$ cat config.mk
export PLATFORM = sky130hd
export DESIGN_NAME = tmr8_ctrl_status
export DESIGN_NICKNAME = d
export VERILOG_FILES = /design/src/placeholder_none.sv /design/src/tmr8_pkg.sv /design/src/tmr8_tick_if.sv /design/src/tmr8_ctrl_status.sv /design/src/tmr8_clk_select.sv
export SDC_FILE = /design/constraint.sdc
export NUM_CORES = 1
export LEC_CHECK = 0
export ABC_AREA = 1
export BUFFER_PORTS_ARGS = -buffer_cell sky130_fd_sc_hd__buf_4
export CAP_MARGIN = 20
export CORE_ASPECT_RATIO = 1.75
export CORE_MARGIN = 2
export CORE_UTILIZATION = 30
export CTS_BUF_LIST = sky130_fd_sc_hd__clkbuf_2
export DETAILED_ROUTE_END_ITERATION = 10
export PLACE_DENSITY = 0.55
export SYNTH_ARGS = -nofsm -noshare
export SYNTH_HDL_FRONTEND = slang
export SYNTH_SLANG_ARGS = --single-unit
$ cat constraint.sdc
create_clock -name sys_clk -period 1.98 [get_ports sys_clk]
set_input_delay 0.198 -clock sys_clk [delete_from_list [all_inputs] [get_ports sys_clk]]
set_output_delay 0.198 -clock sys_clk [all_outputs]
set_load 0.005 [all_outputs]
$ cat src/placeholder_none.sv
// Intentionally empty companion; holds no logic.
`timescale 1ns/1ps

$ cat src/tmr8_pkg.sv
// Constants and types of the 8-bit timer control and status block.
// Function
// RL1: Channel B force strobe acts only in non-PWM waveform modes.
// RL2: Software writes force strobes as zero while a PWM mode runs.
// RL3: Force B strobe makes an instant match using the current B action.
// RL4: Forced matches set no flag, raise no request, never clear counter.
// RL5: Force B bit is write-only and always reads as zero.
// RL6: Control B bits 5:4 and mask bits 7:3 always read zero.
// RL7: Flag register bits 7:3 always read zero.
// RL8: Source 0 stops; 1 undivided; 2..5 divide by 8, 64, 256, 1024.
// RL9: Sources 6 and 7 count falling and rising count-pin edges.
// RL10: Count pin edges count even while the pin acts as output.
// RL11: Counter register gives direct read and write of the counter.
// RL12: A counter write blocks any compare match on the next tick.
// RL13: Compare A value is matched against the counter continuously.
// RL14: Compare B value is matched against the counter continuously.
// RL15: Compare B request needs mask bit 2 and global enable.
// RL16: Compare A request needs mask bit 1 and global enable.
// RL17: Overflow request needs mask bit 0 and global enable.
// RL18: Flag 2 sets on B match, clears by vector or written one.
// RL19: Flag 1 sets on A match, clears by vector or written one.
// RL20: Flag 0 sets on overflow per mode, clears by vector or one.
// RL21: Waveform mode joins control B bit 3 with control A bits 1:0.
// RL22: Non-PWM B action: disconnected, toggle, clear or set on match.
// RL23: Source 0 holds the counter; counting resumes from that value.
package tmr8_pkg;
   // Register indices; the byte address is four times the index.
   localparam logic [7:0] CTRL_A_IDX = 8'h24;
   localparam logic [7:0] CTRL_B_IDX = 8'h25;
   localparam logic [7:0] CNT_IDX = 8'h26;
   localparam logic [7:0] CMP_A_IDX = 8'h27;
   localparam logic [7:0] CMP_B_IDX = 8'h28;
   localparam logic [7:0] MASK_IDX = 8'h29;
   localparam logic [7:0] FLAG_IDX = 8'h2a;
   // Reset value shared by all registers.
   localparam logic [7:0] REG_RESET = 8'h00;
   // Field positions.
   localparam int FOC_A_BIT = 7;
   localparam int FOC_B_BIT = 6;
   localparam int WAVE_HI_BIT = 3;
   localparam int COM_A_LSB = 6;
   localparam int COM_B_LSB = 4;
   localparam int CMP_B_POS = 2;
   localparam int CMP_A_POS = 1;
   localparam int OVF_POS = 0;
   // Clock source codes.
   localparam logic [2:0] CS_STOP = 3'h0;
   localparam logic [2:0] CS_DIV1 = 3'h1;
   localparam logic [2:0] CS_DIV8 = 3'h2;
   localparam logic [2:0] CS_DIV64 = 3'h3;
   localparam logic [2:0] CS_DIV256 = 3'h4;
   localparam logic [2:0] CS_DIV1024 = 3'h5;
   localparam logic [2:0] CS_EXT_FALL = 3'h6;
   // Prescaler tap masks; a tap fires when all masked bits are one.
   localparam logic [9:0] PRE_M8 = 10'h007;
   localparam logic [9:0] PRE_M64 = 10'h03f;
   localparam logic [9:0] PRE_M256 = 10'h0ff;
   localparam logic [9:0] PRE_M1024 = 10'h3ff;
   // Output action codes and waveform modes.
   localparam logic [1:0] COM_OFF = 2'h0;
   localparam logic [1:0] COM_TOGGLE = 2'h1;
   localparam logic [1:0] COM_CLEAR = 2'h2;
   localparam logic [1:0] COM_SET = 2'h3;
   localparam logic [2:0] MODE_CTC = 3'h2;
   localparam logic [2:0] MODE_FPWM_TOP = 3'h7;
   localparam logic [7:0] CNT_MAX = 8'hff;
   localparam logic [7:0] CNT_BOTTOM = 8'h00;
   typedef enum logic {DIR_UP, DIR_DOWN} tmr8_dir_type;
endpackage

$ cat src/tmr8_tick_if.sv
// Carrier between the register core and the clock source selector.
`timescale 1ns/1ps
interface tmr8_tick_if;
   logic [2:0] clockSourceSel;
   logic tick;
   modport core (output clockSourceSel, input tick);
   modport sel (input clockSourceSel, output tick);
endinterface

$ cat src/tmr8_ctrl_status.sv
// Register core of the 8-bit timer: bus slave, counter, flags, outputs.
`timescale 1ns/1ps
module tmr8_ctrl_status (
   input wire logic sys_clk,
   input wire logic reset_n,
   input wire logic clkEn,
   input wire logic hsel,
   input wire logic [31:0] haddr,
   input wire logic [1:0] htrans,
   input wire logic hwrite,
   input wire logic [2:0] hsize,
   input wire logic [31:0] hwdata,
   input wire logic hready,
   output logic hreadyout,
   output logic [31:0] hrdata,
   output logic hresp,
   input wire logic extCountPin,
   input wire logic globalIrqEn,
   input wire logic cmpBVecExec,
   input wire logic cmpAVecExec,
   input wire logic ovfVecExec,
   output logic waveOutA,
   output logic waveOutAEn,
   output logic waveOutB,
   output logic waveOutBEn,
   output logic cmpBIrq,
   output logic cmpAIrq,
   output logic ovfIrq
);
   // Register state.
   logic [7:0] ctrlAFf;
   logic [3:0] ctrlBFf;
   logic [7:0] cntFf;
   logic [7:0] cmpAFf;
   logic [7:0] cmpBFf;
   logic [2:0] maskFf;
   logic [2:0] flagsFf;
   logic [2:0] irqFf;
   logic blockFf;
   tmr8_pkg::tmr8_dir_type dirFf;
   logic wrPendFf;
   logic [7:0] wrIdxFf;
   logic [31:0] hrdataFf;
   logic readyFf;
   logic waveAFf;
   logic waveBFf;
   logic waveAEnFf;
   logic waveBEnFf;

   // Next values.
   logic [7:0] nxt_ctrlA;
   logic [3:0] nxt_ctrlB;
   logic [7:0] nxt_cnt;
   logic [7:0] nxt_cmpA;
   logic [7:0] nxt_cmpB;
   logic [2:0] nxt_mask;
   logic [2:0] nxt_flags;
   logic nxt_block;
   tmr8_pkg::tmr8_dir_type nxt_dir;
   logic nxt_waveA;
   logic nxt_waveB;
   logic [7:0] rdByte;

   tmr8_tick_if tickIf ();

   // Clock source selector with prescaler and pin synchroniser.
   tmr8_clk_select u_clk_select (
      .sys_clk (sys_clk),
      .reset_n (reset_n),
      .clkEn (clkEn),
      .extCountPin (extCountPin),
      .tickIf (tickIf.sel)
   );

   // Matches a register index against a decoded target.
   function automatic logic regHit(input logic [7:0] idx,
                                   input logic [7:0] want);
      regHit = (idx == want);
   endfunction

   // Next level of a waveform output for its action field and mode.
   function automatic logic waveNext(input logic cur,
                                     input logic [1:0] com,
                                     input logic hit,
                                     input logic wrapEv,
                                     input logic down,
                                     input logic fast,
                                     input logic phase,
                                     input logic togOk);
      logic res;
      res = cur;
      if (!fast && !phase) begin
         if (hit && com == tmr8_pkg::COM_TOGGLE) begin
            res = ~cur;
         end else if (hit && com == tmr8_pkg::COM_CLEAR) begin
            res = 1'b0;
         end else if (hit && com == tmr8_pkg::COM_SET) begin
            res = 1'b1;
         end
      end else if (com == tmr8_pkg::COM_TOGGLE) begin
         if (hit && togOk) begin
            res = ~cur;
         end
      end else if (com != tmr8_pkg::COM_OFF) begin
         if (hit) begin
            res = (com == tmr8_pkg::COM_SET) ^ (phase & down);
         end else if (fast && wrapEv) begin
            res = (com == tmr8_pkg::COM_CLEAR);
         end
      end
      waveNext = res;
   endfunction

   // Bus address phase and the write decode for the data phase.
   wire addrAccept = hsel & htrans[1] & hready;
   wire [7:0] addrIdx = haddr[9:2];
   wire [7:0] wrByte = hwdata[7:0];
   wire wrCtrlA = wrPendFf & regHit(wrIdxFf, tmr8_pkg::CTRL_A_IDX);
   wire wrCtrlB = wrPendFf & regHit(wrIdxFf, tmr8_pkg::CTRL_B_IDX);
   wire wrCnt = wrPendFf & regHit(wrIdxFf, tmr8_pkg::CNT_IDX);
   wire wrCmpA = wrPendFf & regHit(wrIdxFf, tmr8_pkg::CMP_A_IDX);
   wire wrCmpB = wrPendFf & regHit(wrIdxFf, tmr8_pkg::CMP_B_IDX);
   wire wrMask = wrPendFf & regHit(wrIdxFf, tmr8_pkg::MASK_IDX);
   wire wrFlags = wrPendFf & regHit(wrIdxFf, tmr8_pkg::FLAG_IDX);

   // Mode decode from the two control registers.
   wire [2:0] waveMode = {ctrlBFf[tmr8_pkg::WAVE_HI_BIT],
                          ctrlAFf[1:0]}; // [RL21]
   wire isPwm = waveMode[0];
   wire isPhase = waveMode[0] & ~waveMode[1];
   wire isFast = waveMode[0] & waveMode[1];
   wire isCtc = (waveMode == tmr8_pkg::MODE_CTC);
   wire [7:0] topVal = (isCtc | (waveMode[2] & waveMode[0])) ?
                       cmpAFf : tmr8_pkg::CNT_MAX;
   wire atTop = (cntFf == topVal);
   wire atBottom = (cntFf == tmr8_pkg::CNT_BOTTOM);
   wire goingDown = (dirFf == tmr8_pkg::DIR_DOWN);
   wire [1:0] comA = ctrlAFf[tmr8_pkg::COM_A_LSB +: 2];
   wire [1:0] comB = ctrlAFf[tmr8_pkg::COM_B_LSB +: 2];
   assign tickIf.clockSourceSel = ctrlBFf[2:0]; // [RL8]
   wire tick = tickIf.tick;

   // Force strobes are taken only outside PWM modes, never stored.
   wire forceA = wrCtrlB & wrByte[tmr8_pkg::FOC_A_BIT] & ~isPwm;
   wire forceB = wrCtrlB & wrByte[tmr8_pkg::FOC_B_BIT] & ~isPwm; // [RL1]

   // Compare matches on a timer tick, blocked after a counter write.
   wire matchA = tick & ~blockFf & (cntFf == cmpAFf); // [RL13] [RL12]
   wire matchB = tick & ~blockFf & (cntFf == cmpBFf); // [RL14] [RL12]
   wire wrapEv = tick & atTop & isFast;
   wire ovfEv = tick & (isPhase ? (goingDown & atBottom) :
                (waveMode == tmr8_pkg::MODE_FPWM_TOP) ? atTop :
                (cntFf == tmr8_pkg::CNT_MAX)); // [RL20]

   // Flag events and their clears; forced matches stay out of here.
   wire [2:0] flagEv = {matchB, matchA, ovfEv}; // [RL4]
   wire [2:0] vecClr = {cmpBVecExec, cmpAVecExec, ovfVecExec};
   wire [2:0] flagClr = vecClr | ({3{wrFlags}} & wrByte[2:0]);

   // Register updates; reserved and strobe bits are never stored.
   assign nxt_ctrlA = wrCtrlA ? {wrByte[7:4], 2'h0, wrByte[1:0]} : ctrlAFf;
   assign nxt_ctrlB = wrCtrlB ? wrByte[3:0] : ctrlBFf; // [RL5] [RL6]
   assign nxt_cmpA = wrCmpA ? wrByte : cmpAFf;
   assign nxt_cmpB = wrCmpB ? wrByte : cmpBFf;
   assign nxt_mask = wrMask ? wrByte[2:0] : maskFf; // [RL6]
   assign nxt_block = wrCnt | (blockFf & ~tick); // [RL12]

   // Counter sequence; with no tick and no counter write the value simply holds.
   always_comb begin
      nxt_cnt = cntFf;
      nxt_dir = dirFf;
      if (wrCnt) begin
         nxt_cnt = wrByte; // [RL11]
      end else if (tick && isPhase) begin
         if (goingDown && !atBottom) begin
            nxt_cnt = cntFf - 8'h01;
         end else if (goingDown) begin
            nxt_cnt = cntFf + 8'h01;
            nxt_dir = tmr8_pkg::DIR_UP;
         end else if (atTop) begin
            nxt_cnt = cntFf - 8'h01;
            nxt_dir = tmr8_pkg::DIR_DOWN;
         end else begin
            nxt_cnt = cntFf + 8'h01;
         end
      end else if (tick) begin
         nxt_cnt = atTop ? tmr8_pkg::CNT_BOTTOM : cntFf + 8'h01; // [RL23]
         nxt_dir = tmr8_pkg::DIR_UP;
      end
   end

   // Waveform levels; a force uses the action field held right now.
   assign nxt_waveA = waveNext(waveAFf, comA, matchA | forceA, wrapEv,
                               goingDown, isFast, isPhase, waveMode[2]);
   assign nxt_waveB = waveNext(waveBFf, comB, matchB | forceB, wrapEv,
                               goingDown, isFast, isPhase,
                               1'b0); // [RL3] [RL22]

   // Read data taken from next values so a write just before is seen.
   always_comb begin
      if (regHit(addrIdx, tmr8_pkg::CTRL_A_IDX)) begin
         rdByte = nxt_ctrlA;
      end else if (regHit(addrIdx, tmr8_pkg::CTRL_B_IDX)) begin
         rdByte = {4'h0, nxt_ctrlB}; // [RL5] [RL6]
      end else if (regHit(addrIdx, tmr8_pkg::CNT_IDX)) begin
         rdByte = nxt_cnt; // [RL11]
      end else if (regHit(addrIdx, tmr8_pkg::CMP_A_IDX)) begin
         rdByte = nxt_cmpA;
      end else if (regHit(addrIdx, tmr8_pkg::CMP_B_IDX)) begin
         rdByte = nxt_cmpB;
      end else if (regHit(addrIdx, tmr8_pkg::MASK_IDX)) begin
         rdByte = {5'h00, nxt_mask}; // [RL6]
      end else if (regHit(addrIdx, tmr8_pkg::FLAG_IDX)) begin
         rdByte = {5'h00, nxt_flags}; // [RL7]
      end else begin
         rdByte = 8'h00;
      end
   end

   // Flags set on events and clear by vector or a written one.
   // An event in the clearing cycle wins so it is never lost.
   // Requests follow the flag gated by mask and global enable.
   for (genvar i = 0; i < 3; i++) begin : g_flag
      assign nxt_flags[i] = flagEv[i] |
                            (flagsFf[i] & ~flagClr[i]); // [RL18] [RL19] [RL20]
      always_ff @(posedge sys_clk or negedge reset_n) begin
         if (!reset_n) begin
            flagsFf[i] <= 1'b0;
            irqFf[i] <= 1'b0;
         end else if (clkEn) begin
            flagsFf[i] <= nxt_flags[i];
            irqFf[i] <= flagsFf[i] & maskFf[i] &
                        globalIrqEn; // [RL15] [RL16] [RL17]
         end
      end
   end

   // Bus slave state: zero wait states, always OKAY.
   always_ff @(posedge sys_clk or negedge reset_n) begin
      if (!reset_n) begin
         wrPendFf <= 1'b0;
         wrIdxFf <= 8'h00;
         hrdataFf <= 32'h0000_0000;
         readyFf <= 1'b1;
      end else if (clkEn) begin
         readyFf <= 1'b1;
         wrPendFf <= addrAccept & hwrite;
         wrIdxFf <= addrIdx;
         hrdataFf <= (addrAccept && !hwrite) ? {24'h00_0000, rdByte} :
                     32'h0000_0000;
      end
   end

   // Control, compare and mask registers.
   always_ff @(posedge sys_clk or negedge reset_n) begin
      if (!reset_n) begin
         ctrlAFf <= tmr8_pkg::REG_RESET;
         ctrlBFf <= tmr8_pkg::REG_RESET[3:0];
         cmpAFf <= tmr8_pkg::REG_RESET;
         cmpBFf <= tmr8_pkg::REG_RESET;
         maskFf <= tmr8_pkg::REG_RESET[2:0];
      end else if (clkEn) begin
         ctrlAFf <= nxt_ctrlA;
         ctrlBFf <= nxt_ctrlB;
         cmpAFf <= nxt_cmpA;
         cmpBFf <= nxt_cmpB;
         maskFf <= nxt_mask;
      end
   end

   // Counter, direction and match blocking.
   always_ff @(posedge sys_clk or negedge reset_n) begin
      if (!reset_n) begin
         cntFf <= tmr8_pkg::REG_RESET;
         dirFf <= tmr8_pkg::DIR_UP;
         blockFf <= 1'b0;
      end else if (clkEn) begin
         cntFf <= nxt_cnt;
         dirFf <= nxt_dir;
         blockFf <= nxt_block;
      end
   end

   // Waveform levels and pin drive enables.
   always_ff @(posedge sys_clk or negedge reset_n) begin
      if (!reset_n) begin
         waveAFf <= 1'b0;
         waveBFf <= 1'b0;
         waveAEnFf <= 1'b0;
         waveBEnFf <= 1'b0;
      end else if (clkEn) begin
         waveAFf <= nxt_waveA;
         waveBFf <= nxt_waveB;
         waveAEnFf <= (comA != tmr8_pkg::COM_OFF);
         waveBEnFf <= (comB != tmr8_pkg::COM_OFF);
      end
   end

   // Outputs straight from flip-flops, save hresp tied low.
   assign hreadyout = readyFf;
   assign hrdata = hrdataFf;
   assign hresp = 1'b0;
   assign waveOutA = waveAFf;
   assign waveOutB = waveBFf;
   assign waveOutAEn = waveAEnFf;
   assign waveOutBEn = waveBEnFf;
   assign cmpBIrq = irqFf[2];
   assign cmpAIrq = irqFf[1];
   assign ovfIrq = irqFf[0];

   // Checks on the behaviour above.
   a_ctrlb_reads_zero: assert property ( // [RL5]
      @(posedge sys_clk) disable iff (!reset_n)
      (clkEn && addrAccept && !hwrite &&
       addrIdx == tmr8_pkg::CTRL_B_IDX) |=> (hrdata[7:4] == 4'h0))
      else $error("Control B strobe or reserved bits read nonzero.");
   a_mask_rsvd_zero: assert property ( // [RL6]
      @(posedge sys_clk) disable iff (!reset_n)
      (clkEn && addrAccept && !hwrite &&
       addrIdx == tmr8_pkg::MASK_IDX) |=> (hrdata[31:3] == 29'h0))
      else $error("Mask reserved bits read nonzero.");
   a_flag_rsvd_zero: assert property ( // [RL7]
      @(posedge sys_clk) disable iff (!reset_n)
      (clkEn && addrAccept && !hwrite &&
       addrIdx == tmr8_pkg::FLAG_IDX) |=> (hrdata[7:3] == 5'h00))
      else $error("Flag reserved bits read nonzero.");
   a_pwm_force_ignored: assert property ( // [RL1]
      @(posedge sys_clk) disable iff (!reset_n)
      (clkEn && wrCtrlB && hwdata[6] && isPwm && !tick)
      |=> (waveOutB == $past(waveOutB)))
      else $error("Force strobe acted in a PWM mode.");

   a_force_b_level: assert property ( // [RL3]
      @(posedge sys_clk) disable iff (!reset_n)
      (clkEn && forceB && comB == tmr8_pkg::COM_SET) |=> waveOutB)
      else $error("Forced match did not set output B.");

   a_force_no_flag: assert property ( // [RL4]
      @(posedge sys_clk) disable iff (!reset_n)
      (clkEn && forceB && !matchB && !flagsFf[2]) |=> !flagsFf[2])
      else $error("Forced match set the compare B flag.");

   a_div8_spacing: assert property ( // [RL8]
      @(posedge sys_clk) disable iff (!reset_n)
      (tick && ctrlBFf[2:0] == tmr8_pkg::CS_DIV8) |=> !tick [*7])
      else $error("Divide-by-8 tick came too early.");

   a_stop_holds: assert property ( // [RL23]
      @(posedge sys_clk) disable iff (!reset_n)
      (clkEn && ctrlBFf[2:0] == tmr8_pkg::CS_STOP && !wrCnt)
      |=> (cntFf == $past(cntFf)))
      else $error("Stopped counter changed.");

   a_cnt_write_value: assert property ( // [RL11]
      @(posedge sys_clk) disable iff (!reset_n)
      (clkEn && wrCnt) |=> (cntFf == $past(hwdata[7:0])))
      else $error("Counter write did not load the value.");

   a_cnt_write_block: assert property ( // [RL12]
      @(posedge sys_clk) disable iff (!reset_n)
      (clkEn && wrCnt) |=> (!matchA && !matchB))
      else $error("Match seen on the tick after a counter write.");

   a_match_a_flag: assert property ( // [RL19]
      @(posedge sys_clk) disable iff (!reset_n)
      (clkEn && matchA) |=> flagsFf[1])
      else $error("Compare A match did not set its flag.");

   a_ovf_request: assert property ( // [RL17]
      @(posedge sys_clk) disable iff (!reset_n)
      (clkEn && flagsFf[0] && maskFf[0] && globalIrqEn) |=> ovfIrq)
      else $error("Enabled overflow flag raised no request.");
endmodule // tmr8_ctrl_status

$ cat src/tmr8_clk_select.sv
// Prescaler and count-pin edge detector producing the timer tick.
`timescale 1ns/1ps
module tmr8_clk_select (
   input wire logic sys_clk,
   input wire logic reset_n,
   input wire logic clkEn,
   input wire logic extCountPin,
   tmr8_tick_if.sel tickIf
);
   logic [9:0] preFf;
   logic [2:0] pinSyncFf;
   logic [2:0] sel;
   wire pinRise = pinSyncFf[1] & ~pinSyncFf[2];
   wire pinFall = ~pinSyncFf[1] & pinSyncFf[2];

   // Free-running prescaler and a pin synchroniser with an edge stage.
   always_ff @(posedge sys_clk or negedge reset_n) begin
      if (!reset_n) begin
         preFf <= 10'h000;
         pinSyncFf <= 3'h0;
      end else if (clkEn) begin
         preFf <= preFf + 10'h001;
         pinSyncFf <= {pinSyncFf[1:0], extCountPin}; // [RL10]
      end
   end

   // Tap selection; code zero gives no tick so the counter holds.
   assign sel = tickIf.clockSourceSel;
   assign tickIf.tick = clkEn & (
      (sel == tmr8_pkg::CS_DIV1) |
      (sel == tmr8_pkg::CS_DIV8 &&
       (preFf & tmr8_pkg::PRE_M8) == tmr8_pkg::PRE_M8) |
      (sel == tmr8_pkg::CS_DIV64 &&
       (preFf & tmr8_pkg::PRE_M64) == tmr8_pkg::PRE_M64) |
      (sel == tmr8_pkg::CS_DIV256 &&
       (preFf & tmr8_pkg::PRE_M256) == tmr8_pkg::PRE_M256) |
      (sel == tmr8_pkg::CS_DIV1024 &&
       preFf == tmr8_pkg::PRE_M1024) |
      (sel == tmr8_pkg::CS_EXT_FALL && pinFall) |
      (sel == (tmr8_pkg::CS_EXT_FALL + 3'h1) && pinRise)); // [RL8] [RL9]

   a_ext_rise_tick: assert property (@(posedge sys_clk) // [RL9]
      disable iff (!reset_n)
      (clkEn && sel == 3'h7 && pinRise) |-> tickIf.tick)
      else $error("Rising pin edge gave no tick.");
endmodule // tmr8_clk_select

==> flow_summary_export.csv, run 1 <==
group,metric,value,unit
sta,rsz0062_at_grt,"yes",
setup_path,critPathCaptureType,"flop",
setup_path,r2r_start,"cntFf[1]$_DFFE_PN0P_",
floorplanning,dieHeight,184.0,um
cells_and_area,area.sequential,0.002034,mm^2
setup_path,cp_num_buf_inv,2,
synth,synth_cells,792,
setup_path,crit_slowest_cell,"dfrtp_2",
sta,worstMarginPinSlew,947.2,ps
clock_tree,clock_latency,640,ps
synth,seq_area_frac_synth,36.50,%
run,maxCapViolations,0,
clock_tree,cts_tree,"built",
placement,dp_hpwl,14830,um
drt,drt-total-wl,19890,um
power_and_ir_drop,p_leak,3.990,nW
grt,grt_pass1_wl,30820,um
sta,setup_violations,16,
grt,grt_use_total,20.64,%
cells_and_area,fillers,1853,
clock_tree,cts.clk_slew.worst_paths,290,ps
sta,timing.slew.headroom,36.65,%
cells_and_area,syn2layout_area_growth,44.05,%
cells_and_area,nets,1092,
drt,drt_drc_violations_left,0,
placement,post-place-ws,-316.0,ps
drt,ant_nets,0,
grt,antenna_found_initial,1,
sta,finalClockSkew,78.01,ps
setup_path,max_stage_delay,510,ps
setup_path,cp.required,2500,ps
setup_path,crit_arrival,2720,ps
setup_path,path_max_fanout,7,
synth,syn-cell-area,0.005553,mm^2
clock_tree,cts_buffers,9,
floorplanning,die_x,106.8,um
floorplanning,num_rows,65,
sta,timing.final.max_slew_violations,0,
grt,grt_pass1_vias,5944,
clock_tree,cts_max_path_buffers,2,
clock_tree,cts.sinks,81,
sta,fin_ws,-219.4,ps
setup_path,startpoint,"cntFf[1]$_DFFE_PN0P_",
grt,grt_max_degree,42,
power_and_ir_drop,vdd_drop_max,0.4834,mV
synth,ys_warn_count,0,
drt,num_vias,5963,
drt,initialDrtViolationCount,367,
drt,via_per_inst,4.786,
cells_and_area,final_common_cell,"nand2_1",
synth,yosysUniqueCellTypes,45,
status,violations,"negative setup slack",
min_path,hold_class,"in -> async",
grt,grt_overflow,0,
setup_path,worstPathCellList,"clkinv_4 > nand2_2 > nand2_2 > nor2_4 > nand3_4 > nor2_8 > nand3_4 > nand2_8 > buf_6 > nand3_2 > nand3_2 > nand2_2 > nand2_4 > o21ai_2 > nand2_1 > nand2_1 > nand2_1",
floorplanning,start_util,30.76,%
drt,firstDrtPassIters,5,
clock_tree,cts_max_level,3,
sta,period_share,111.1,%
power_and_ir_drop,power.total,6.179,mW
synth,avgSynthCellArea,7.011,um^2
sta,fmax,0.4547,GHz
synth,ys_ff_latch,81,
setup_path,crit_type,"reg -> reg",
drt,wl_per_cell,15.96,um
setup_path,start_kind,"flop",
sta,finalHoldViolations,0,
floorplanning,core_region_area,0.01805,mm^2
floorplanning,design.die.area,0.01966,mm^2
cells_and_area,multi_input_area,0.003332,mm^2
cells_and_area,final_cell_mix,"nand2_1 (228), buf_4 (190), dfrtp_1 (75)",
cells_and_area,drive_above_1_share,34.12,%
power_and_ir_drop,powerDensity,772.4,mW/mm^2
sta,period_minus_slack,2199,ps
floorplanning,ios,121,
placement,gp_congestion,0.9246,
setup_path,cp_top_family,"simple AND/OR/NAND/NOR gates",
clock_tree,root_buffer,"clkbuf_2",
status,status,"finished, violations left",
placement,portBuffers,42,
[report_power, final]
part	internal [mW]	switching (mW)	total (mW)	leakage (nW)
Sequential	1.90	0.262	2.16	1.04
Combinational	1.43	1.55	2.98	2.88
Clock	0.405	0.632	1.04	0.0745
[worst min-delay path: stages]
cell and delay (ps):
dlygate4sd3_1 530, buf_4 150, buf_12 240
[routing by layer]
metal  vias to the layer above  part of all wire (%)  global-route usage [%]
li1                       2930                     -                       -
met1                      2783                    36                   20.32
met2                       180                    54                   39.11
met3                        70                   3.1                   2.198
met4                         0                   7.0                   14.81
met5                         -                     0                       0
[state kept, by name, indices dropped and copies added, names as in the netlist, 4 cells and up]
register            flops
cmpAFf                  8
cmpBFf                  8
cntFf                   8
ctrlAFf                 8
ctrlBFf                 4
hrdata                  8
u_clk_select.preFf     10
wrIdxFf                 8
[cells in the mapped netlist (all sizes together)]
library cell,instances,area share [%]
nand3,47,5.1
a31oi,5,0.56
nand3b,3,0.41
nor2,64,5.5
dfrtp,81,37
nand4,15,2.2
nor4,1,0.11
o221ai,3,0.47
conb,2,0.14
xor2,13,2.1
inv,87,5.9
o31ai,5,0.68
o211ai,3,0.41
ha,5,1.1
nor3,10,0.99
buf,38,4.9
o21a,2,0.27
o21ai,87,7.8
clkinv,2,0.14
o22ai,1,0.11
xnor2,9,1.4
clkbuf,12,0.81
o41ai,1,0.16
a21oi,27,2.6
mux2i,2,0.36
a211oi,1,0.14
nand2,266,19
[final timing paths]
check | endpoint | slack (ps) | depth (start not counted)
max in group asynchronous | u_clk_select.preFf[5]$_DFFE_PN0P_ | 530 | 3
hold reg to reg | u_clk_select.pinSyncFf[0]$_DFFE_PN0P_ | 500 | 2
setup / recovery | hrdata[7]$_DFFE_PN0P_ | -220 | 17
min in group sys_clk | hrdata[7]$_DFFE_PN0P_ | 50 | 5
setup reg to reg | hrdata[7]$_DFFE_PN0P_ | -220 | 17
hold / removal | cmpBFf[3]$_DFFE_PN0P_ | 50 | 3
[cells by family after synthesis]
| kind of cell | Yosys count | synth area share [%] |
|---|---|---|
| xor gates and xnor gates | 22 | 3.470 |
| and+or+nand+nor | 406 | 33.33 |
| other | 2 | 0.1352 |
| buffers and inverters | 139 | 11.81 |
| DFF | 81 | 36.50 |
| adders and majority gates | 5 | 1.127 |
| muxes | 2 | 0.3605 |
| AOI/OAI and AO/OA | 135 | 13.27 |
[per-stage QoR]
step	setup TNS, ps	hold WS, ps	cell area (um^2)	utilization (%)	cells
global placement	-3517	109.0	6985	38.69	1179
floorplan	0	-97.59	5643	-	816
CTS	-1729	1.277	7635	42.29	1231
detailed placement	-3243	112.6	6985	38.69	1179
global route	-4267	37.69	7999	44.30	1246
finish	-2130	53.33	7999	44.30	1246
[repair_timing]
| action | CTS | global route |
|---|---|---|
| endpoints found under the hold margin | 118 | 0 |
| hold buffers | 26 | 0 |
| pin swaps | 24 | 43 |
| buffers inserted | 12 | 15 |
| resized for setup | 60 | 73 |
| endpoints found under the setup margin | 19 | 21 |
[cell type report]
type                            instances  area share [%]
Multi-Input combinational cell        596           41.65
Clock buffer                           10          0.6257
Tap cell                              234           3.660
Antenna cell                            1         0.03128
Inverter                               89           4.427
Clock inverter                          5          0.8916
Timing Repair Buffer                  230           23.28
Sequential cell                        81           25.43
(Power assumes the default switching activity.)
==> run 2: changes to the inputs <==
--- a/config.mk
+++ b/config.mk
@@ -13,7 +13,8 @@
 export CORE_UTILIZATION = 30
 export CTS_BUF_LIST = sky130_fd_sc_hd__clkbuf_2
 export DETAILED_ROUTE_END_ITERATION = 10
-export PLACE_DENSITY = 0.55
+export PLACE_DENSITY = 0.53
 export SYNTH_ARGS = -nofsm -noshare
 export SYNTH_HDL_FRONTEND = slang
+export SYNTH_HIERARCHICAL = 1
 export SYNTH_SLANG_ARGS = --single-unit
==> constraint.sdc (replaced) <==
create_clock -name sys_clk -period 2.9 [get_ports sys_clk]
set_input_delay 0.29 -clock sys_clk [delete_from_list [all_inputs] [get_ports sys_clk]]
set_output_delay 0.29 -clock sys_clk [all_outputs]
set_load 0.005 [all_outputs]
==> flow_summary_export.csv, run 2 <==
group,metric,value,unit
synth,synth_area_leader_cell,"dfrtp_1",
sta,finalHoldViolations,0,
min_path,whs_path_depth,3,
sta,worstMarginPinSlew,766.6,ps
min_path,hold_path_end,"cntFf[5]$_DFFE_PN0P_",
setup_path,start_kind,"flop",
clock_tree,cts_max_path_buffers,2,
power_and_ir_drop,powerDensity,519.6,mW/mm^2
status,status,"finished clean",
synth,synth_top_family_by_area,"simple AND/OR/NAND/NOR gates",
power_and_ir_drop,p_int,1.933,mW
grt,grt_max_degree,77,
setup_path,critPathCaptureType,"flop",
placement,gp_congestion,0.8681,
clock_tree,cts.sinks,81,
synth,synth_most_common_cell,"nand2_1",
sta,finalClockSkew,57.62,ps
setup_path,crit_arrival,3220,ps
cells_and_area,nets,955,
synth,synth_edf_count,0,
sta,setup_violations,0,
synth,seq_area_frac_synth,36.58,%
synth,synth_top_area_share,36.58,%
floorplanning,dieHeight,183.8,um
synth,synth_area_leaders,"dfrtp_1 (37%), nand2_1 (18%), o21ai_0 (6.2%)",
placement,dp_hpwl,12950,um
placement,dp.cells,1078,
synth,yosysUniqueCellTypes,50,
floorplanning,start_util,30.69,%
cells_and_area,fin_cells,1109,
setup_path,crit_slowest_cell,"dfrtp_1",
setup_path,r2r_start,"u_clk_select/preFf[0]$_DFFE_PN0P_",
sta,timing.final.max_slew_violations,0,
grt,grt_pass1_wl,27040,um
floorplanning,die_x,106.7,um
grt,grt_overflow,0,
grt,grt_use_total,17.89,%
clock_tree,cts_max_level,3,
min_path,hold_class,"in -> reg",
cells_and_area,largest_register,"u_clk_select/preFf",
synth,synth_cells,803,
placement,placed_area,0.006092,mm^2
sta,fmax,0.3732,GHz
sta,tns,0,ps
sta,period_share,92.41,%
floorplanning,core_region_area,0.01805,mm^2
synth,synth_xor_area_share,1.897,%
cells_and_area,drive_above_1_share,13.96,%
grt,antenna_found_initial,1,
power_and_ir_drop,power_frac_comb,36.2,%
clock_tree,cts_tree,"built",
cells_and_area,fin_area,0.006365,mm^2
sta,period_minus_slack,2680,ps
synth,ys_warn_count,6,
sta,timing.slew.headroom,48.89,%
drt,initialDrtViolationCount,240,
drt,wl_per_cell,14.97,um
cells_and_area,final_common_cell,"nand2_1",
setup_path,worstPathCellList,"ha_2 > nand4_2 > nor2_4 > nand2_1 > nand2_1 > nand2_1 > inv_1 > inv_2 > or2_2 > nor4_2 > nand3_1 > nand2_1 > nand2_1 > nand4_1 > nor2_1 > nand2_2 > nand2_1 > nand2_1 > nand2_1 > nand2_1",
clock_tree,cts.clk_slew.worst_paths,210,ps
power_and_ir_drop,vdd_drop_max,0.2486,mV
run,maxCapViolations,0,
cells_and_area,syn2layout_area_growth,14.86,%
synth,synthAdderAreaFrac,0.9031,%
synth,synth-simple-area-share,32.99,%
synth,syn-cell-area,0.005542,mm^2
power_and_ir_drop,clockPowerShare,18.2,%
setup_path,crit_type,"reg -> reg",
drt,ant_nets,0,
power_and_ir_drop,switching_share,41.56,%
clock_tree,cts_buffers,9,
synth,ys_async_sr_fraction,100.0,%
power_and_ir_drop,p_leak,3.168,nW
drt,via_per_inst,4.811,
power_and_ir_drop,pwr-share-seq,45.6,%
setup_path,cp.required,3440,ps
power_and_ir_drop,p_switching,1.374,mW
setup_path,reg2reg_slack,220,ps
placement,portBuffers,42,
cells_and_area,final_cell_mix,"nand2_1 (265), inv_1 (84), dfrtp_1 (81)",
sta,rsz0062_at_grt,"yes",
setup_path,max_stage_delay,410,ps
drt,num_vias,5335,
synth,ys_dominant_reg_cell,"dfrtp_1",
setup_path,path_max_fanout,3,
clock_tree,root_buffer,"clkbuf_2",
cells_and_area,largest_reg_flops,10,
drt,firstDrtPassIters,4,
setup_path,cp_common_cell,"nand2_1",
synth,synth_common_cells,"nand2_1 (267), inv_1 (84), dfrtp_1 (81), o21ai_0 (69), nor2_1 (59)",
synth,synth.area.mux_share,0.8128,%
clock_tree,clock_latency,600,ps
floorplanning,num_rows,65,
synth,avgSynthCellArea,6.901,um^2
drt,drt_drc_violations_left,0,
synth,synth_compound_area_share,13.84,%
floorplanning,ios,121,
grt,grt_pass1_vias,5150,
setup_path,r2r-end,"hrdata[2]$_DFFE_PN0P_",
clock_tree,post_cts_buffers,0,
min_path,min-delay-start,"hwdata[5]",
synth,ys_ff_latch,81,
drt,drt-total-wl,16610,um
setup_path,rr_worst_depth,20,
floorplanning,design.die.area,0.01962,mm^2
==> run 2: how the worst max path moves through the flow <==
stage | from | end | slack [ps] | depth (start not counted)
floorplan | u_clk_select/preFf[0]$_DFFE_PN0P_ | hrdata[2]$_DFFE_PN0P_ | 510 | 21
global placement | u_clk_select/preFf[0]$_DFFE_PN0P_ | hrdata[2]$_DFFE_PN0P_ | 200 | 20
detailed placement | u_clk_select/preFf[0]$_DFFE_PN0P_ | waveOutA$_DFFE_PN0P_ | 170 | 18
CTS | u_clk_select/preFf[0]$_DFFE_PN0P_ | hrdata[2]$_DFFE_PN0P_ | 130 | 20
global route | u_clk_select/preFf[0]$_DFFE_PN0P_ | hrdata[2]$_DFFE_PN0P_ | -9 | 21
finish | u_clk_select/preFf[0]$_DFFE_PN0P_ | hrdata[2]$_DFFE_PN0P_ | 220 | 20
==> run 2: metrics by stage <==
stage / setup slack (ps) / power [mW] / hold slack, ps / util (%)
CTS: 129.4 / 3.324 / 24.85 / 35.16
global route: -9.138 / 3.584 / 16.48 / 35.25
detailed placement: 169.8 / 2.699 / 359.4 / 33.74
finish: 220.2 / 3.307 / 47.64 / 35.25
floorplan: 506.1 / 2.363 / -5.591 / -
global placement: 198.9 / 2.687 / 355.4 / 33.74
==> run 2: layout make-up <==
type	count	area, um^2
fillers	2037	11690
multi-input cells	601	2907
flip-flops and latches	81	2027
repair buffers	83	675.6
inverters	95	364.1
well taps	234	292.8
clock buffers	10	50.05
clock inverters	4	46.29
diodes	1	2.502
==> run 2: worst max-delay path, delay by kind of cell, from the launching register on <==
| kind | cells | cell delay (ps) |
|---|---|---|
| flip-flops | 1 | 410 |
| AND/OR/NAND/NOR | 17 | 1900 |
| adder cells (fa/ha/maj) | 1 | 210 |
| buffers and inverters | 2 | 120 |
==> run 2: layer usage <==
layer / part of all wire (%) / track usage (%) / vias up
met3: 3.0 / 2.269 / 32
met1: 37 / 18.78 / 2489
li1: - / - / 2687
met4: 4.9 / 9.351 / 0
met2: 55 / 34.01 / 127
met5: 0 / 0 / -
==> run 2: power by group through the flow <==
stage	Sequential [mW]	Combinational, mW	Clock (mW)
2_1_floorplan	1.43	0.931	0
3_3_place_gp	1.52	1.16	0
3_5_place_dp	1.53	1.17	0
4_1_cts	1.51	1.19	0.625
5_1_grt	1.54	1.37	0.673
6_report	1.51	1.20	0.602
==> run 2: what timing repair did <==
action / 4_1_cts / 5_1_grt
gates resized for setup: 0 / 4
hold endpoints to repair: 60 / 0
hold buffers: 16 / 0
endpoints found under the setup margin: 0 / 3
==> run 2: logic make-up (layout without fill, tap and decap cells) <==
group / Yosys count / after routing
multiplexers: 4 / 4
AND/OR/NAND/NOR: 422 / 422
XOR/XNOR: 12 / 12
buffers and inverters: 145 / 192
AO/OA/AOI/OAI: 133 / 133
flip-flops: 81 / 81
other: 2 / 27
adder cells (fa/ha/maj): 4 / 4
==> run 3: changes to the inputs <==
--- a/config.mk
+++ b/config.mk
@@ -8,12 +8,14 @@
 export ABC_AREA = 1
 export BUFFER_PORTS_ARGS = -buffer_cell sky130_fd_sc_hd__buf_4
 export CAP_MARGIN = 20
+export CELL_PAD_IN_SITES_DETAIL_PLACEMENT = 0
+export CELL_PAD_IN_SITES_GLOBAL_PLACEMENT = 1
 export CORE_ASPECT_RATIO = 1.75
 export CORE_MARGIN = 2
 export CORE_UTILIZATION = 30
 export CTS_BUF_LIST = sky130_fd_sc_hd__clkbuf_2
 export DETAILED_ROUTE_END_ITERATION = 10
-export PLACE_DENSITY = 0.53
+export PLACE_DENSITY = 0.69
 export SYNTH_ARGS = -nofsm -noshare
 export SYNTH_HDL_FRONTEND = slang
 export SYNTH_HIERARCHICAL = 1
==> flow_summary_export.csv, run 3 (synthesized netlist as in run 2, its figures left out) <==
group,metric,value,unit
setup_path,path_max_fanout,3,
floorplanning,num_rows,65,
setup_path,max_stage_delay,400,ps
cells_and_area,fillers,2009,
clock_tree,root_buffer,"clkbuf_2",
grt,grt-busiest-layer,"met2",
clock_tree,cts.clk_slew.worst_paths,240,ps
grt,grtUsageMet2,34.93,%
clock_tree,cts_tree,"built",
clock_tree,post_cts_buffers,0,
clock_tree,cts.sinks,81,
drt,wl_per_cell,15.56,um
clock_tree,clock_latency,590,ps
power_and_ir_drop,powerDensity,521.2,mW/mm^2
cells_and_area,fin_area,0.006405,mm^2
setup_path,worstPathCellList,"ha_1 > nand4_2 > nor2_4 > nand2_1 > nand2_1 > nand2_1 > inv_1 > inv_2 > or2_2 > nor2_1 > nand4_1 > nand2_1 > nand2_1 > nand3_1 > o311ai_0 > nand4_1 > nand2_1 > nand2_1",
cells_and_area,largest_register,"u_clk_select/preFf",
cells_and_area,drive_above_1_share,14.33,%
placement,portBuffers,42,
drt,drt-total-wl,17330,um
sta,timing.slew.headroom,49.18,%
setup_path,crit_arrival,3280,ps
run,maxCapViolations,0,
clock_tree,cts_max_level,3,
drt,firstDrtPassIters,5,
sta,fmax,0.3676,GHz
grt,antenna_found_initial,1,
power_and_ir_drop,p_leak,3.190,nW
status,status,"finished clean",
min_path,hold_class,"in -> reg",
sta,timing.final.max_slew_violations,0,
floorplanning,ios,121,
sta,rsz0062_at_grt,"yes",
setup_path,crit_slowest_cell,"dfrtp_1",
drt,initialDrtViolationCount,262,
grt,grt_util_met1,19.15,%
setup_path,cp.required,3460,ps
grt,grt_use_total,18.59,%
grt,grt_max_degree,77,
grt,grt_use_met3,2.091,%
setup_path,critPathCaptureType,"flop",
cells_and_area,syn2layout_area_growth,15.58,%
clock_tree,cts_buffers,9,
grt,grt_pass1_wl,27950,um
drt,drt_drc_violations_left,0,
cells_and_area,final_cell_mix,"nand2_1 (265), inv_1 (84), dfrtp_1 (81)",
cells_and_area,largest_reg_flops,10,
sta,period_minus_slack,2720,ps
cells_and_area,post-route-util,35.47,%
sta,finalHoldViolations,0,
setup_path,crit_type,"reg -> reg",
floorplanning,dieHeight,183.8,um
floorplanning,design.die.area,0.01962,mm^2
floorplanning,die_x,106.7,um
sta,finalClockSkew,31.28,ps
grt,grt_overflow,0,
drt,ant_nets,0,
placement,gp_congestion,0.8464,
grt,grt_pass1_vias,5302,
placement,dp_hpwl,13460,um
sta,setup_violations,0,
cells_and_area,nets,958,
setup_path,start_kind,"flop",
cells_and_area,final_common_cell,"nand2_1",
clock_tree,cts_max_path_buffers,2,
sta,period_share,93.81,%
drt,via_per_inst,4.751,
placement,placed_area,0.006107,mm^2
drt,num_vias,5293,
floorplanning,core_region_area,0.01805,mm^2
floorplanning,start_util,30.69,%
setup_path,cp_common_cell,"nand2_1",
power_and_ir_drop,vdd_drop_max,0.2678,mV
sta,worstMarginPinSlew,762.3,ps
setup_path,cp_num_buf_inv,2,
setup_path,cp_top_family,"simple AND/OR/NAND/NOR gates",
run 3: cell count changes in the layout (fill, tap and decap cells not counted), sizes merged:
cell / change
buf: +2
clkbuf: -1
clkinv: +1
clkinvlp: +1
inv: +1
dlygate4sd3: +1
run 3: cell type report:
| class | count | area, um^2 | share of cell area (%) |
|---|---|---|---|
| diodes | 1 | 2.502 | 0.03907 |
| clock buffers | 9 | 45.04 | 0.7033 |
| clock inverters | 7 | 68.82 | 1.074 |
| inverters | 95 | 364.1 | 5.685 |
| multi-input cells | 601 | 2904 | 45.34 |
| flip-flops and latches | 81 | 2027 | 31.65 |
| well taps | 234 | 292.8 | 4.571 |
| repair buffers | 86 | 700.7 | 10.94 |
run 3: stage by stage:
stage	cells	power (mW)	hold WS [ps]	setup WS (ps)	setup TNS [ps]
floorplan	827	2.363	-5.591	506.1	0
detailed placement	1080	2.703	399.3	186.8	0
finish	1114	3.338	57.68	179.5	0
global placement	1080	2.694	397.9	169.2	0
global route	1114	3.597	42.81	-5.976	-5.976
CTS	1113	3.371	10.03	144.2	0
run 3: per-layer routing:
layer | share of wire, % | vias up | routed length, um
li1 | - | 2683 | -
met1 | 37 | 2452 | 6377
met2 | 54 | 118 | 9442
met3 | 2.6 | 40 | 451
met4 | 6.1 | 0 | 1058
met5 | 0 | - | 0
run 3: tightest hold or removal path, delay by kind of cell:
kind / cells / cell delay (ps)
buf+inv: 1 / 90
compound gates: 2 / 240
run 3: final timing paths:
kind                                                   start                                     to  slack [ps]  depth (start not counted)
max                        u_clk_select/preFf[0]$_DFFE_PN0P_                  hrdata[1]$_DFFE_PN0P_         180                         18
min                                                hwdata[0]                  cmpAFf[0]$_DFFE_PN0P_          60                          3
max reg2reg                u_clk_select/preFf[0]$_DFFE_PN0P_                  hrdata[1]$_DFFE_PN0P_         180                         18
min reg2reg                u_clk_select/preFf[5]$_DFFE_PN0P_      u_clk_select/preFf[5]$_DFFE_PN0P_         500                          1
max in group asynchronous                            reset_n  u_clk_select/pinSyncFf[1]$_DFFE_PN0P_        2000                          3
min in group asynchronous                            reset_n                   cntFf[3]$_DFFE_PN0P_         250                          2
run 3: power breakdown:
part	switching, mW	internal (mW)
clock	0.439	0.196
sequential	0.213	1.29
combinational	0.745	0.457
run 3: what timing repair did:
item                                    in CTS  in global routing
hold buffers                                17                  0
resized for setup                            0                  3
endpoints found under the setup margin       0                  2
endpoints found under the hold margin       67                  0
